==> config.mk <==
export PLATFORM = sky130hd
export DESIGN_NAME = flash_timebase_security_regs
export DESIGN_NICKNAME = d
export VERILOG_FILES = /design/src/hw/ftsr_pkg.sv /design/src/hw/ftsr_tick_if.sv /design/src/hw/ftsr_timebase.sv /design/src/hw/flash_timebase_security_regs.sv
export SDC_FILE = /design/constraint.sdc
export NUM_CORES = 1
export LEC_CHECK = 0
export ABC_AREA = 1
export BUFFER_PORTS_ARGS = -buffer_cell sky130_fd_sc_hd__buf_4
export CAP_MARGIN = 40
export CORE_ASPECT_RATIO = 2
export CORE_MARGIN = 2
export CORE_UTILIZATION = 30
export DETAILED_ROUTE_END_ITERATION = 16
export PLACE_DENSITY = 0.55
export SETUP_SLACK_MARGIN = 0.02
export SYNTH_ARGS = -nofsm -noshare
export SYNTH_HDL_FRONTEND = slang
export SYNTH_SLANG_ARGS = --single-unit
==> constraint.sdc <==
create_clock -name sys_clk -period 5.6 [get_ports sys_clk]
set_input_delay 0.28 -clock sys_clk [delete_from_list [all_inputs] [get_ports sys_clk]]
set_output_delay 0.28 -clock sys_clk [all_outputs]
set_load 0.02 [all_outputs]
==> src/hw/ftsr_pkg.sv <==
// package: register map, field layout and timing constants for the flash timebase block
`default_nettype none
package ftsr_pkg;
    // register word offsets on the avalon bus (byte addresses)
    localparam logic [3:0] RatioOffset = 4'h0;
    localparam logic [3:0] OptionOffset = 4'h4;
    localparam logic [3:0] ConfigOffset = 4'h8;
    localparam logic [3:0] StatusOffset = 4'hC;
    // ratio register fields
    localparam int RatioLoadedBit = 7;
    localparam int PrescaleBit = 6;
    localparam int RatioMsb = 5;
    // option register fields
    localparam int UnlockAllowBit = 7;
    localparam int RedirectOffBit = 6;
    localparam logic [1:0] SecUnsecured = 2'h2;
    // config register fields
    localparam int KeyModeBit = 5;
    // key window and key length
    localparam logic [2:0] KeyLastIdx = 3'h7;
    localparam int KeyBytes = 8;
    // prescaler last count, prescale divides by 8
    localparam logic [2:0] PrescaleLast = 3'h7;
    // reset values
    localparam logic [7:0] RatioReset = 8'h00;
    localparam logic [7:0] ConfigReset = 8'h00;
    localparam logic [7:0] OptionReset = 8'hFF;
    // timebase window, from the clock rate
    localparam int ClockKhz = 25000;
    localparam int PulseMinNs = 5000;
    localparam int PulseMaxNs = 6700;
    localparam int PulseMinCycles = (PulseMinNs * ClockKhz + 999999) / 1000000;
    localparam int PulseMaxCycles = (PulseMaxNs * ClockKhz) / 1000000;
    // key compare states, gray coded along idle, load, done
    typedef enum logic [1:0] {
        FTSR_KEY_IDLE = 2'b00,
        FTSR_KEY_LOAD = 2'b01,
        FTSR_KEY_DONE = 2'b11
    } ftsr_key_state_t;
endpackage
`default_nettype wire

==> src/hw/ftsr_tick_if.sv <==
// interface: divider settings in, timebase pulse out
`default_nettype none
interface ftsr_tick_if;
    logic enable;
    logic prescale;
    logic [5:0] ratio;
    logic tick;
    modport ctrl (output enable, output prescale, output ratio, input tick);
    modport div (input enable, input prescale, input ratio, output tick);
endinterface
`default_nettype wire

==> src/hw/ftsr_timebase.sv <==
// module: prescaler and ratio divider making the nonvolatile memory timebase
`default_nettype none
module ftsr_timebase (
    input wire logic sys_clk,
    input wire logic rstn,
    ftsr_tick_if.div tb
);
    logic [2:0] preCnt_r, preCnt_nxt;
    logic [5:0] divCnt_r, divCnt_nxt;
    logic tick_r, tick_nxt;
    logic preEn;

    ////////////////////////////////////////////////////////////////////////
    // divider next state
    always_comb begin
        preCnt_nxt = preCnt_r;
        divCnt_nxt = divCnt_r;
        tick_nxt = 1'b0;
        preEn = 1'b1;
        if (tb.prescale) begin
            preEn = (preCnt_r == ftsr_pkg::PrescaleLast);
        end
        if (!tb.enable) begin
            preCnt_nxt = 3'h0;
            divCnt_nxt = 6'h00;
        end else begin
            preCnt_nxt = preCnt_r + 3'h1;
            if (preEn) begin
                if (divCnt_r >= tb.ratio) begin
                    divCnt_nxt = 6'h00;
                    tick_nxt = 1'b1;
                end else begin
                    divCnt_nxt = divCnt_r + 6'h01;
                end
            end
        end
    end

    // divider registers
    always_ff @(posedge sys_clk) begin
        if (!rstn) begin
            preCnt_r <= 3'h0;
            divCnt_r <= 6'h00;
            tick_r <= 1'b0;
        end else begin
            preCnt_r <= preCnt_nxt;
            divCnt_r <= divCnt_nxt;
            tick_r <= tick_nxt;
        end
    end

    assign tb.tick = tick_r;
endmodule
`default_nettype wire

==> src/hw/flash_timebase_security_regs.sv <==
// module: flash timebase divider, option shadow and key compare registers
`default_nettype none
module flash_timebase_security_regs (
    input wire logic sys_clk,
    input wire logic rstn,
    input wire logic [3:0] avs_address,
    input wire logic avs_read,
    input wire logic avs_write,
    input wire logic [31:0] avs_writedata,
    output logic [31:0] avs_readdata,
    output logic avs_waitrequest,
    input wire logic [7:0] option_nv_byte,
    input wire logic [63:0] backdoor_key_bytes,
    input wire logic keyWrite,
    input wire logic [2:0] keyIndex,
    input wire logic [7:0] keyData,
    input wire logic keySrcSecure,
    input wire logic blankCheckPass,
    input wire logic memAccessReq,
    input wire logic memSrcSecure,
    input wire logic progEraseReq,
    output logic progEraseGrant,
    output logic progEraseRefused,
    output logic cmdStart,
    output logic memAccessAllow,
    output logic vectorRedirectOn,
    output logic timebasePulse
);
    ftsr_tick_if tb ();

    logic [7:0] ratio_r, ratio_nxt;
    logic [7:0] option_r, option_nxt;
    logic [7:0] config_r, config_nxt;
    logic optLoaded_r, optLoaded_nxt;
    logic [63:0] keyBuf_r, keyBuf_nxt;
    logic [3:0] keyCount_r, keyCount_nxt;
    logic keyOrderOk_r, keyOrderOk_nxt;
    ftsr_pkg::ftsr_key_state_t keyState_r, keyState_nxt;
    logic [31:0] rdata_r, rdata_nxt;
    logic wait_r, wait_nxt;
    logic grant_r, grant_nxt;
    logic refused_r, refused_nxt;
    logic cmd_r, cmd_nxt;
    logic memAllow_r, memAllow_nxt;
    logic redirect_r, redirect_nxt;
    logic pulse_r;
    logic busWr, busRd, keyModeFall;

    // security code decode, used by the memory access gate
    function automatic logic isSecure(input logic [1:0] code);
        isSecure = (code != ftsr_pkg::SecUnsecured);
    endfunction

    ////////////////////////////////////////////////////////////////////////
    // timebase divider
    assign tb.enable = ratio_r[ftsr_pkg::RatioLoadedBit];
    assign tb.prescale = ratio_r[ftsr_pkg::PrescaleBit];
    assign tb.ratio = ratio_r[ftsr_pkg::RatioMsb:0];

    ftsr_timebase u_timebase (
        .sys_clk(sys_clk),
        .rstn(rstn),
        .tb(tb)
    );

    ////////////////////////////////////////////////////////////////////////
    // bus strobes: one wait cycle, accept on second cycle
    // read data captured in the wait cycle, so it stands at the accepting edge
    assign busWr = avs_write && wait_r == 1'b0;
    assign busRd = avs_read && wait_r == 1'b1;
    assign keyModeFall = busWr && avs_address == ftsr_pkg::ConfigOffset
        && config_r[ftsr_pkg::KeyModeBit] && !avs_writedata[ftsr_pkg::KeyModeBit];

    // register file next state
    always_comb begin
        ratio_nxt = ratio_r;
        config_nxt = config_r;
        rdata_nxt = rdata_r;
        wait_nxt = 1'b1;
        if ((avs_read || avs_write) && wait_r) begin
            wait_nxt = 1'b0;
        end
        if (busWr) begin
            unique case (avs_address)
                ftsr_pkg::RatioOffset: begin
                    if (!ratio_r[ftsr_pkg::RatioLoadedBit]) begin
                        ratio_nxt = {1'b1, avs_writedata[6:0]};
                    end
                end
                ftsr_pkg::ConfigOffset: begin
                    config_nxt = {2'b00, avs_writedata[ftsr_pkg::KeyModeBit], 5'h00};
                end
                default: begin
                    // option shadow and status ignore writes
                end
            endcase
        end
        if (busRd) begin
            unique case (avs_address)
                ftsr_pkg::RatioOffset: rdata_nxt = {24'h000000, ratio_r};
                ftsr_pkg::OptionOffset: rdata_nxt = {24'h000000, option_r};
                ftsr_pkg::ConfigOffset: rdata_nxt = {24'h000000, config_r};
                ftsr_pkg::StatusOffset: rdata_nxt = {28'h0000000, keyCount_r};
                default: rdata_nxt = 32'h00000000;
            endcase
        end
    end

    // register file registers
    always_ff @(posedge sys_clk) begin
        if (!rstn) begin
            ratio_r <= ftsr_pkg::RatioReset;
            config_r <= ftsr_pkg::ConfigReset;
            rdata_r <= 32'h00000000;
            wait_r <= 1'b1;
        end else begin
            ratio_r <= ratio_nxt;
            config_r <= config_nxt;
            rdata_r <= rdata_nxt;
            wait_r <= wait_nxt;
        end
    end

    ////////////////////////////////////////////////////////////////////////
    // option shadow and key compare next state
    always_comb begin
        option_nxt = option_r;
        optLoaded_nxt = 1'b1;
        keyBuf_nxt = keyBuf_r;
        keyCount_nxt = keyCount_r;
        keyOrderOk_nxt = keyOrderOk_r;
        keyState_nxt = keyState_r;
        cmd_nxt = 1'b0;
        if (!optLoaded_r) begin
            option_nxt = option_nv_byte;
        end
        if (keyWrite && !config_r[ftsr_pkg::KeyModeBit]) begin
            cmd_nxt = 1'b1;
        end
        unique case (keyState_r)
            ftsr_pkg::FTSR_KEY_IDLE: begin
                if (config_r[ftsr_pkg::KeyModeBit]) begin
                    keyCount_nxt = 4'h0;
                    keyOrderOk_nxt = 1'b1;
                    keyState_nxt = ftsr_pkg::FTSR_KEY_LOAD;
                end
            end
            ftsr_pkg::FTSR_KEY_LOAD: begin
                if (keyWrite && keySrcSecure) begin
                    if (keyCount_r < 4'(ftsr_pkg::KeyBytes)
                        && keyIndex == keyCount_r[2:0]) begin
                        keyBuf_nxt[keyIndex*8 +: 8] = keyData;
                        keyCount_nxt = keyCount_r + 4'h1;
                    end else begin
                        keyOrderOk_nxt = 1'b0;
                    end
                end
                if (keyModeFall) begin
                    keyState_nxt = ftsr_pkg::FTSR_KEY_DONE;
                end
            end
            ftsr_pkg::FTSR_KEY_DONE: begin
                if (option_r[ftsr_pkg::UnlockAllowBit] && keyOrderOk_r
                    && keyCount_r == 4'(ftsr_pkg::KeyBytes)
                    && keyBuf_r == backdoor_key_bytes) begin
                    option_nxt[1:0] = ftsr_pkg::SecUnsecured;
                end
                keyState_nxt = ftsr_pkg::FTSR_KEY_IDLE;
            end
            default: keyState_nxt = ftsr_pkg::FTSR_KEY_IDLE;
        endcase
        if (blankCheckPass && optLoaded_r) begin
            option_nxt[1:0] = ftsr_pkg::SecUnsecured;
        end
    end

    // option shadow and key registers
    always_ff @(posedge sys_clk) begin
        if (!rstn) begin
            option_r <= ftsr_pkg::OptionReset;
            optLoaded_r <= 1'b0;
            keyBuf_r <= 64'h0000000000000000;
            keyCount_r <= 4'h0;
            keyOrderOk_r <= 1'b0;
            keyState_r <= ftsr_pkg::FTSR_KEY_IDLE;
            cmd_r <= 1'b0;
        end else begin
            option_r <= option_nxt;
            optLoaded_r <= optLoaded_nxt;
            keyBuf_r <= keyBuf_nxt;
            keyCount_r <= keyCount_nxt;
            keyOrderOk_r <= keyOrderOk_nxt;
            keyState_r <= keyState_nxt;
            cmd_r <= cmd_nxt;
        end
    end

    ////////////////////////////////////////////////////////////////////////
    // gating outputs next state
    always_comb begin
        grant_nxt = progEraseReq && ratio_r[ftsr_pkg::RatioLoadedBit];
        refused_nxt = progEraseReq && !ratio_r[ftsr_pkg::RatioLoadedBit];
        memAllow_nxt = memAccessReq && (memSrcSecure || !isSecure(option_r[1:0]));
        redirect_nxt = optLoaded_r && !option_r[ftsr_pkg::RedirectOffBit];
    end

    // gating output registers
    always_ff @(posedge sys_clk) begin
        if (!rstn) begin
            grant_r <= 1'b0;
            refused_r <= 1'b0;
            memAllow_r <= 1'b0;
            redirect_r <= 1'b0;
            pulse_r <= 1'b0;
        end else begin
            grant_r <= grant_nxt;
            refused_r <= refused_nxt;
            memAllow_r <= memAllow_nxt;
            redirect_r <= redirect_nxt;
            pulse_r <= tb.tick;
        end
    end

    assign avs_readdata = rdata_r;
    assign avs_waitrequest = wait_r;
    assign progEraseGrant = grant_r;
    assign progEraseRefused = refused_r;
    assign cmdStart = cmd_r;
    assign memAccessAllow = memAllow_r;
    assign vectorRedirectOn = redirect_r;
    assign timebasePulse = pulse_r;
endmodule
`default_nettype wire

; Word level (Yosys, flattened, before mapping)
; Cells that the tools add are included.
[classes]
n_addsub = 4
order_cmp = 2
n_eq_ne = 15
shifts = 2
mux = 23
bitwise_logic = 3
reduce_logical = 37
[ops]
columns = cell, count
row1 = 64-bit bitwise mux, 1
row2 = 64-bit == test, 1
row3 = 8-bit by 34-bit variable shift with 64-bit output (first input constant), 1
row4 = 8-bit by 34-bit variable part select with 64-bit output, 1
row5 = 6-bit negator with 34-bit output, 1
row6 = 8-bit one-hot mux with 4 select lines, 1
row7 = 1-bit logical AND, 17
row8 = 4-bit == test (second input constant), 3
row9 = 4-bit two-way mux, 3
row10 = 2-bit inequality test (second input constant), 6
row11 = 2-bit two-way mux, 5
row12 = 1-bit two-way mux, 9
row13 = 3-bit AND reduction, 3
row14 = 4-bit one-hot mux with 2 select lines, 1
row15 = 2-bit AND reduction, 4
row16 = 4-bit AND reduction, 2
row17 = 6-bit by 1-bit adder with 6-bit output (second input constant), 1
row18 = 6-bit greater-or-equal comparator, 1
row19 = 6-bit two-way mux, 1
row20 = 1-bit zero test, 5
row21 = 4-bit by 1-bit adder with 4-bit output (second input constant), 1
row22 = 4-bit by 3-bit == test with 1-bit output (second input constant), 1
row23 = 4-bit zero test, 1
row24 = 4-bit less-than comparator (second input constant), 1
row25 = 12 further kinds, 15
[totals]
regBits = 138
input_bits = 129
output_inout_bits = 39

; Longest topological paths before layout
; Gate-level depths: netlist of the first run.
[depth]
depth_word = 7
depth_mapped = 14

; Hierarchy
; From an unflattened synthesis of the first run, not the netlist that was laid out.
[hier_totals]
hier_cells = 1019
area_unflattened_um2 = 6404.9
[modules_own_cells]
columns = module, instances, cells_each, area_per_inst_um2, seq_area_each_um2
row1 = flash_timebase_security_regs, 1, 935, 5791.8, 2082.0
row2 = ftsr_timebase, 1, 84, 613.1, 200.2

; Worst setup path after synthesis of the first run
; No wires, ideal clock.
[synth_timing]
path_kind = input port to flip-flop
from = in keyIndex[0]
to = reg keyBuf_r[0]
arrival_time_ps = 2060
setup_slack_ps = 3427
stages = 12
n_path_buf = 3
cell_sequence = inv_2 -> clkbuf_1 -> ha_1 -> ha_1 -> clkinv_1 -> nand3_1 -> nor4_1 -> and2_1 -> buf_4 -> buf_6 -> nor2_1 -> nor2_1
[synth_between]
elab_chain_len = 3
elab_cells_between_ends = 7
cone_classes = add/sub (1) / eq/ne (1) / shift (2) / mux (1) / reduce/logical (2)
[synth_rtl]
columns = item, line_no
row1 = "start, declared", flash_timebase_security_regs.sv:15  ; input wire logic [2:0] keyIndex,
row2 = 6-bit negator with 34-bit output / 3-bit == test (equally long branches), "flash_timebase_security_regs.sv:152, flash_timebase_security_regs.sv:151"
row3 = 8-bit by 34-bit variable part select with 64-bit output (tied with other cells), flash_timebase_security_regs.sv:152  ; keyBuf_nxt[keyIndex*8 +: 8] = keyData;
row4 = 64-bit bitwise mux / 3-bit AND reduction (equally long branches), --
row5 = "end signal, assigned", flash_timebase_security_regs.sv:190  ; keyBuf_r <= keyBuf_nxt;
row6 = "end, declared", flash_timebase_security_regs.sv:35  ; logic [63:0] keyBuf_r, keyBuf_nxt;
; Parallel ways exist; a longest one is shown, timed or not.
; A chain may end at the register's enable or synchronous reset.

; Worst setup path in the final report of the first run
[layout_timing]
from = in keyIndex[0]
to = reg keyBuf_r[28]
; The elaborated chain is that of the path after synthesis.

==> impl_results.md, run 1 <==
- Hold EP: keyState_r[1]
- Cell taking the most area after synthesis: dfxtp_1
- CTS clk-pin slew, worst paths: around 0.06 ns
- Final worst clock skew: 0.00937 ns
- Share of layout cells above drive strength 1: 0.154
- Met2 WL: around 9800 um
- Top-area cell type share of the netlist area: 0.368
- Max Slew Vio Count: 0
- Pwr dens: between 200 and 300 nW/um^2
- Via density: ~4.4
- Sequential area share after synthesis: 0.368
- Routed wire length per instance: around 13 um
- FF-to-FF Start: keyState_r[0]
- Largest net degree at the start of global routing: 84
- Worst r2r path cells: 8
- Effective utilization at floorplan: 0.304
- Top Metal Used: met4
- Buffers on Ports: 118
- Layout Nets: 1199
- Placed cells: 1304
- Multi-input gate area: 3290 um^2
- Peak Freq: 0.370 GHz
- Arrival time at the worst endpoint: 2.99 ns
- Hold path startpoint: avs_writedata[5]
- CTS tree: done
- Outcome: complete, no violations
- Synth unique cells: 39
- Register Area: 2280 um^2
- Rows: 74
- Final WL: approximately 18000 um
- GPL Wtd Cong: ~0.9
- Max-cap violations: 0
- CP required: 5.89 ns
- Post-CTS Setup Bufs: 0
- Fin Hold WS: approximately 0.065 ns
- Hold Crit Depth: 2
- Setup TNS: 0 ns
- CTS root buf: clkbuf_16
- Via count: 5909
- Met3 Wirelength: 915 um
- Mean Syn Cell Area: 6.55 um^2
- CTS max path bufs: 2
- Wl on met1: about 6500 um
- Reg-to-reg slack, setup: 3.30 ns
- Syn-to-layout area delta: 25.1%
- Finished Layout Cells: 1336
- Rel. slew slack: 0.449
- Setup crit end kind: flip-flop
- Worst setup SP type: primary input
- FILL cells: 2264
- CTS Sinks: 114
- Worst hold path class: in -> reg
- Most frequent cells in the layout: nand2_1, nor2_1, buf_4, dfxtp_1, inv_1
- Synth top area cells: dfxtp_1, nand2_1, nor2_1
- Clock buffer count from CTS: 17
- Setup WS pre-CTS: 2.45 ns
- RR Endpoint: keyBuf_r[2]
- RSZ-0062 raised after global routing: false
- Die Area: 21900 um^2
- Routed Antenna Nets: 0
- Core Area: between 20000 and 25000 um^2
- DIE HEIGHT: 207 um
- Post_cts resized: 0
- DPL Wire Length: around 14000 um
- Post-Syn Area: between 6000 and 7000 um^2
- Worst-Skew Late Latency: ~0.42 ns
- H-tree depth: 4
- Mapped Cells: 946
- # DRC: 0
- Crit path from: keyIndex[0]
- Number of diodes: 0
- Fin crit share: 0.483
- VDD IR max: 164 uV
- Commonest non-fill, non-tap cell in the layout: nand2_1
- First-pass GRT wire length: 28700 um
- Crit-path max FO: 26
- I/O Pins: 168
- Actual slew at the worst max-slew pin: 0.826 ns
- Vias in the first global route: 5749
- Initial antenna violation count: 0
- Flops & latches, synth: ~110
- Final Setup Violations: 0
- Ys async rst share: 0
- Final hold viol count: 0
- Yosys warns: 0
- GRT overflow: 0
- Hold_buf cts: 0
- Pre-Repair DR Iteration Count: 4
- Die W: approximately 110 um
- Setup CP Type: in -> reg
- Post-synth EDFFs: 0
- Setup ws final: 2.90 ns
- Initial DRC count: 244
- LEAKAGE: about 0.0035 uW
- Final Critical Period: 2.70 ns
- Primary FF master, synth: dfxtp_1
- Tot GR Track Use: 0.167
- Total design power: 2040 uW
## logic make-up (layout without fill, tap and decap cells)
group / Yosys count / after routing / synth area share
adder cells (fa/ha/maj): 13 / 13 / 0.0262
AO/OA/AOI/OAI: 106 / 106 / 0.0937
flip-flops: 114 / 114 / 0.368
XOR/XNOR: 37 / 37 / 0.0523
AND/OR/NAND/NOR: 515 / 515 / 0.345
buffers and inverters: 160 / 261 / 0.114
other: 1 / 24 / 0.000605
## per-stage QoR
step            util  area [um^2]
2_1_floorplan      -         6280
3_3_place_gp   0.354         7220
3_5_place_dp   0.354         7220
4_1_cts        0.381         7750
5_1_grt        0.381         7750
6_report       0.381         7750
## cell type report
cell class              count  share of cell area
multi-input cells         695               0.425
flip-flops and latches    114               0.294
clock buffers              17              0.0549
inverters                 110              0.0533
repair buffers            119               0.115
clock inverters            15              0.0144
well taps                 266              0.0429
## power by group
| group | leakage, uW | switching [uW] | internal [uW] |
|---|---|---|---|
| combinational | 0.00237 | 134 | 89.5 |
| sequential | 0.000921 | 4.44 | 819 |
| clock | 0.000256 | 424 | 567 |
| total | 0.00355 | 562 | 1480 |
## worst max path at each step
stage / end / depth (start not counted) / slack, ns
floorplan: keyBuf_r[0] / 12 / 3.43
global placement: keyBuf_r[28] / 10 / 2.47
detailed placement: keyBuf_r[28] / 10 / 2.45
CTS: keyBuf_r[28] / 10 / 2.89
global route: keyBuf_r[43] / 10 / 2.68
finish: keyBuf_r[28] / 10 / 2.90
## Yosys cell counts (all sizes together) (2+ instances only)
cell and count:
xor2 5, nand3 31, xnor2 32, nand2 239, nor2 200, or2 5
o211ai 7, nor4 10, a21oi 41, nand4 7, a21boi 2, o21ai 48
buf 33, nor3 20, inv 107, dfxtp 114, clkbuf 17, ha 13
clkinv 3, o22a 5
## registers in the layout (all words and copies together), names as in the netlist
name,flops
config_r,1
optLoaded_r,1
u_timebase.divCnt_r,6
keyState_r,2
cmdStart,1
avs_readdata,8
u_timebase.tb.tick,1
keyOrderOk_r,1
ratio_r,8
avs_waitrequest,1
timebasePulse,1
progEraseGrant,1
keyBuf_r,64
u_timebase.preCnt_r,3
memAccessAllow,1
keyCount_r,4
progEraseRefused,1
option_r,8
vectorRedirectOn,1
## critical path, stage by stage
cell and delay, ns:
buf_4 0.13, inv_2 0.13, ha_1 0.23, ha_1 0.82, clkinv_1 0.29, buf_4 0.30, nor2_1 0.20, nand2_1 0.28
o21ai_0 0.25, a21oi_1 0.06
## routing by layer
layer,track usage,vias up
met5,0,-
met4,0.0835,0
met3,0.0377,29
met2,0.321,156
met1,0.163,2598
li1,-,3126
(Power assumes the default switching activity.)
==> run 2: changes to the inputs <==
PLACE_DENSITY = 0.56   (was 0.55)
clock period = 2.2 ns   (was 5.6 ns; I/O delays follow)
==> impl_results.md, run 2 (synthesis results as in run 1) <==
- Outcome: complete, no violations
- CTS root buf: clkbuf_16
- Buffers on Ports: 118
- Rel. slew slack: 0.550
- CTS Sinks: 114
- Tot GR Track Use: 0.168
- Max-cap violations: 0
- # DRC: 0
- Via density: 4.43
- Hold Crit Depth: 3
- Arrival time at the worst endpoint: 2.23 ns
- Final Critical Period: 1.88 ns
- CP required: 2.56 ns
- GRT overflow: 0
- Number of diodes: 0
- Syn-to-layout area delta: 30.5%
- CTS clk-pin slew, worst paths: 0.07 ns
- Share of layout cells above drive strength 1: 0.161
- Most frequent cells in the layout: nand2_1, nor2_1, buf_4, dfxtp_1, inv_1
- Total design power: 5300 uW
- Worst Setup EP: keyBuf_r[48]
- Setup TNS: 0 ns
- Gr busiest metal: met2
- Worst-Skew Late Latency: 0.42 ns
- Crit-path max FO: 11
- Effective utilization at floorplan: 0.304
- Crit path from: keyCount_r[0]
- Setup crit end kind: flip-flop
- Met2 Use GR: 0.319
- Pre-Repair DR Iteration Count: 4
- Top reg by flops: keyBuf_r
- H-tree depth: 4
- FILL cells: 2222
- Grt met3 use: 0.0355
- DPL Wire Length: approximately 14000 um
- Pwr dens: 656 nW/um^2
- Post-CTS Setup Bufs: 0
- Reg-to-reg slack, setup: 0.32 ns
- Initial DRC count: 226
- I/O Pins: 168
- Final Setup Violations: 0
- Routed Antenna Nets: 0
- Via count: 6080
- FF-to-FF Start: keyCount_r[0]
- Core Area: 20400 um^2
- Initial antenna violation count: 0
- Worst r2r path cells: 10
- Hold_buf cts: 22
- Commonest non-fill, non-tap cell in the layout: nand2_1
- Clock buffer count from CTS: 17
- GPL Wtd Cong: 0.975
- Routed wire length per instance: between 10 and 15 um
- Largest net degree at the start of global routing: 36
- RR Endpoint: keyBuf_r[48]
- Setup CP Type: reg -> reg
- Worst setup SP type: flip-flop
- Layout Nets: 1234
- Vias in the first global route: 5844
- Die W: 106 um
- First-pass GRT wire length: ~29000 um
- Actual slew at the worst max-slew pin: 0.668 ns
- Worst hold path class: in -> reg
- DIE HEIGHT: 207 um
- Peak Freq: 0.533 GHz
- RSZ-0062 raised after global routing: false
- Max Slew Vio Count: 0
- Fin crit share: 0.853
- Finished Layout Cells: 1371
- Die Area: between 20000 and 25000 um^2
- CTS tree: done
- Final worst clock skew: 0.0118 ns
- Largest register FFs: 64
- Final WL: 18100 um
- LEAKAGE: 0.00371 uW
- Placed cells: between 1000 and 1500
- Final hold viol count: 0
- Post_cts resized: 0
- Met1 Usage GRT: 0.162
- VDD IR max: about 480 uV
- Rows: 74
- CTS max path bufs: 2
==> run 2: critical path: stages, from the launching register on <==
cell and delay, ns:
dfxtp_1 0.41, inv_1 0.11, nand2_1 0.07, nand2_1 0.08, nor3_4 0.14, nand2_4 0.13
nor2_8 0.17, nand2_1 0.25, inv_1 0.25, o21ai_0 0.10, nor2_1 0.10
==> run 2: layer usage <==
metal / wire, um / vias to the layer above / part of all wire
met5: 0 / - / 0
met2: 9780 / 175 / 0.54
met1: 6490 / 2666 / 0.36
met4: 889 / 0 / 0.049
met3: 944 / 39 / 0.052
li1: - / 3200 / -
==> run 2: power by group <==
part	internal, uW	switching (uW)
registers	2080	11.0
logic	269	354
clock network	1470	1120
total	3820	1480
==> run 2: final cells by class <==
type                       instances  area (um^2)  share of cell area
clock buffer                      17          425              0.0526
clock inverter                    15          126              0.0156
inverter                         110          413              0.0511
multi-input combinational        695         3290               0.407
sequential                       114         2280               0.282
tap                              266          333              0.0412
timing repair buffer             154         1210               0.150
==> run 2: stage by stage <==
stage | area (um^2) | hold slack [ns] | setup WS, ns | utilization
after floorplan | 6280 | 0.138 | 0.197 | -
after global placement | 7310 | 0.305 | 0.149 | 0.359
after detailed placement | 7310 | 0.300 | 0.102 | 0.359
after CTS | 8090 | 0.000229 | 0.293 | 0.397
after global routing | 8090 | 0.0162 | 0.0834 | 0.397
final | 8090 | 0.0106 | 0.324 | 0.397
==> run 2: how the worst min path moves through the flow <==
stage / slack [ns] / startpoint / to
floorplan: 0.14 / rstn / optLoaded_r
global placement: 0.30 / avs_writedata[5] / keyState_r[1]
detailed placement: 0.30 / avs_writedata[5] / keyState_r[1]
CTS: 0.0002 / avs_address[3] / config_r[5]
global route: 0.02 / rstn / optLoaded_r
finish: 0.01 / avs_address[3] / config_r[5]
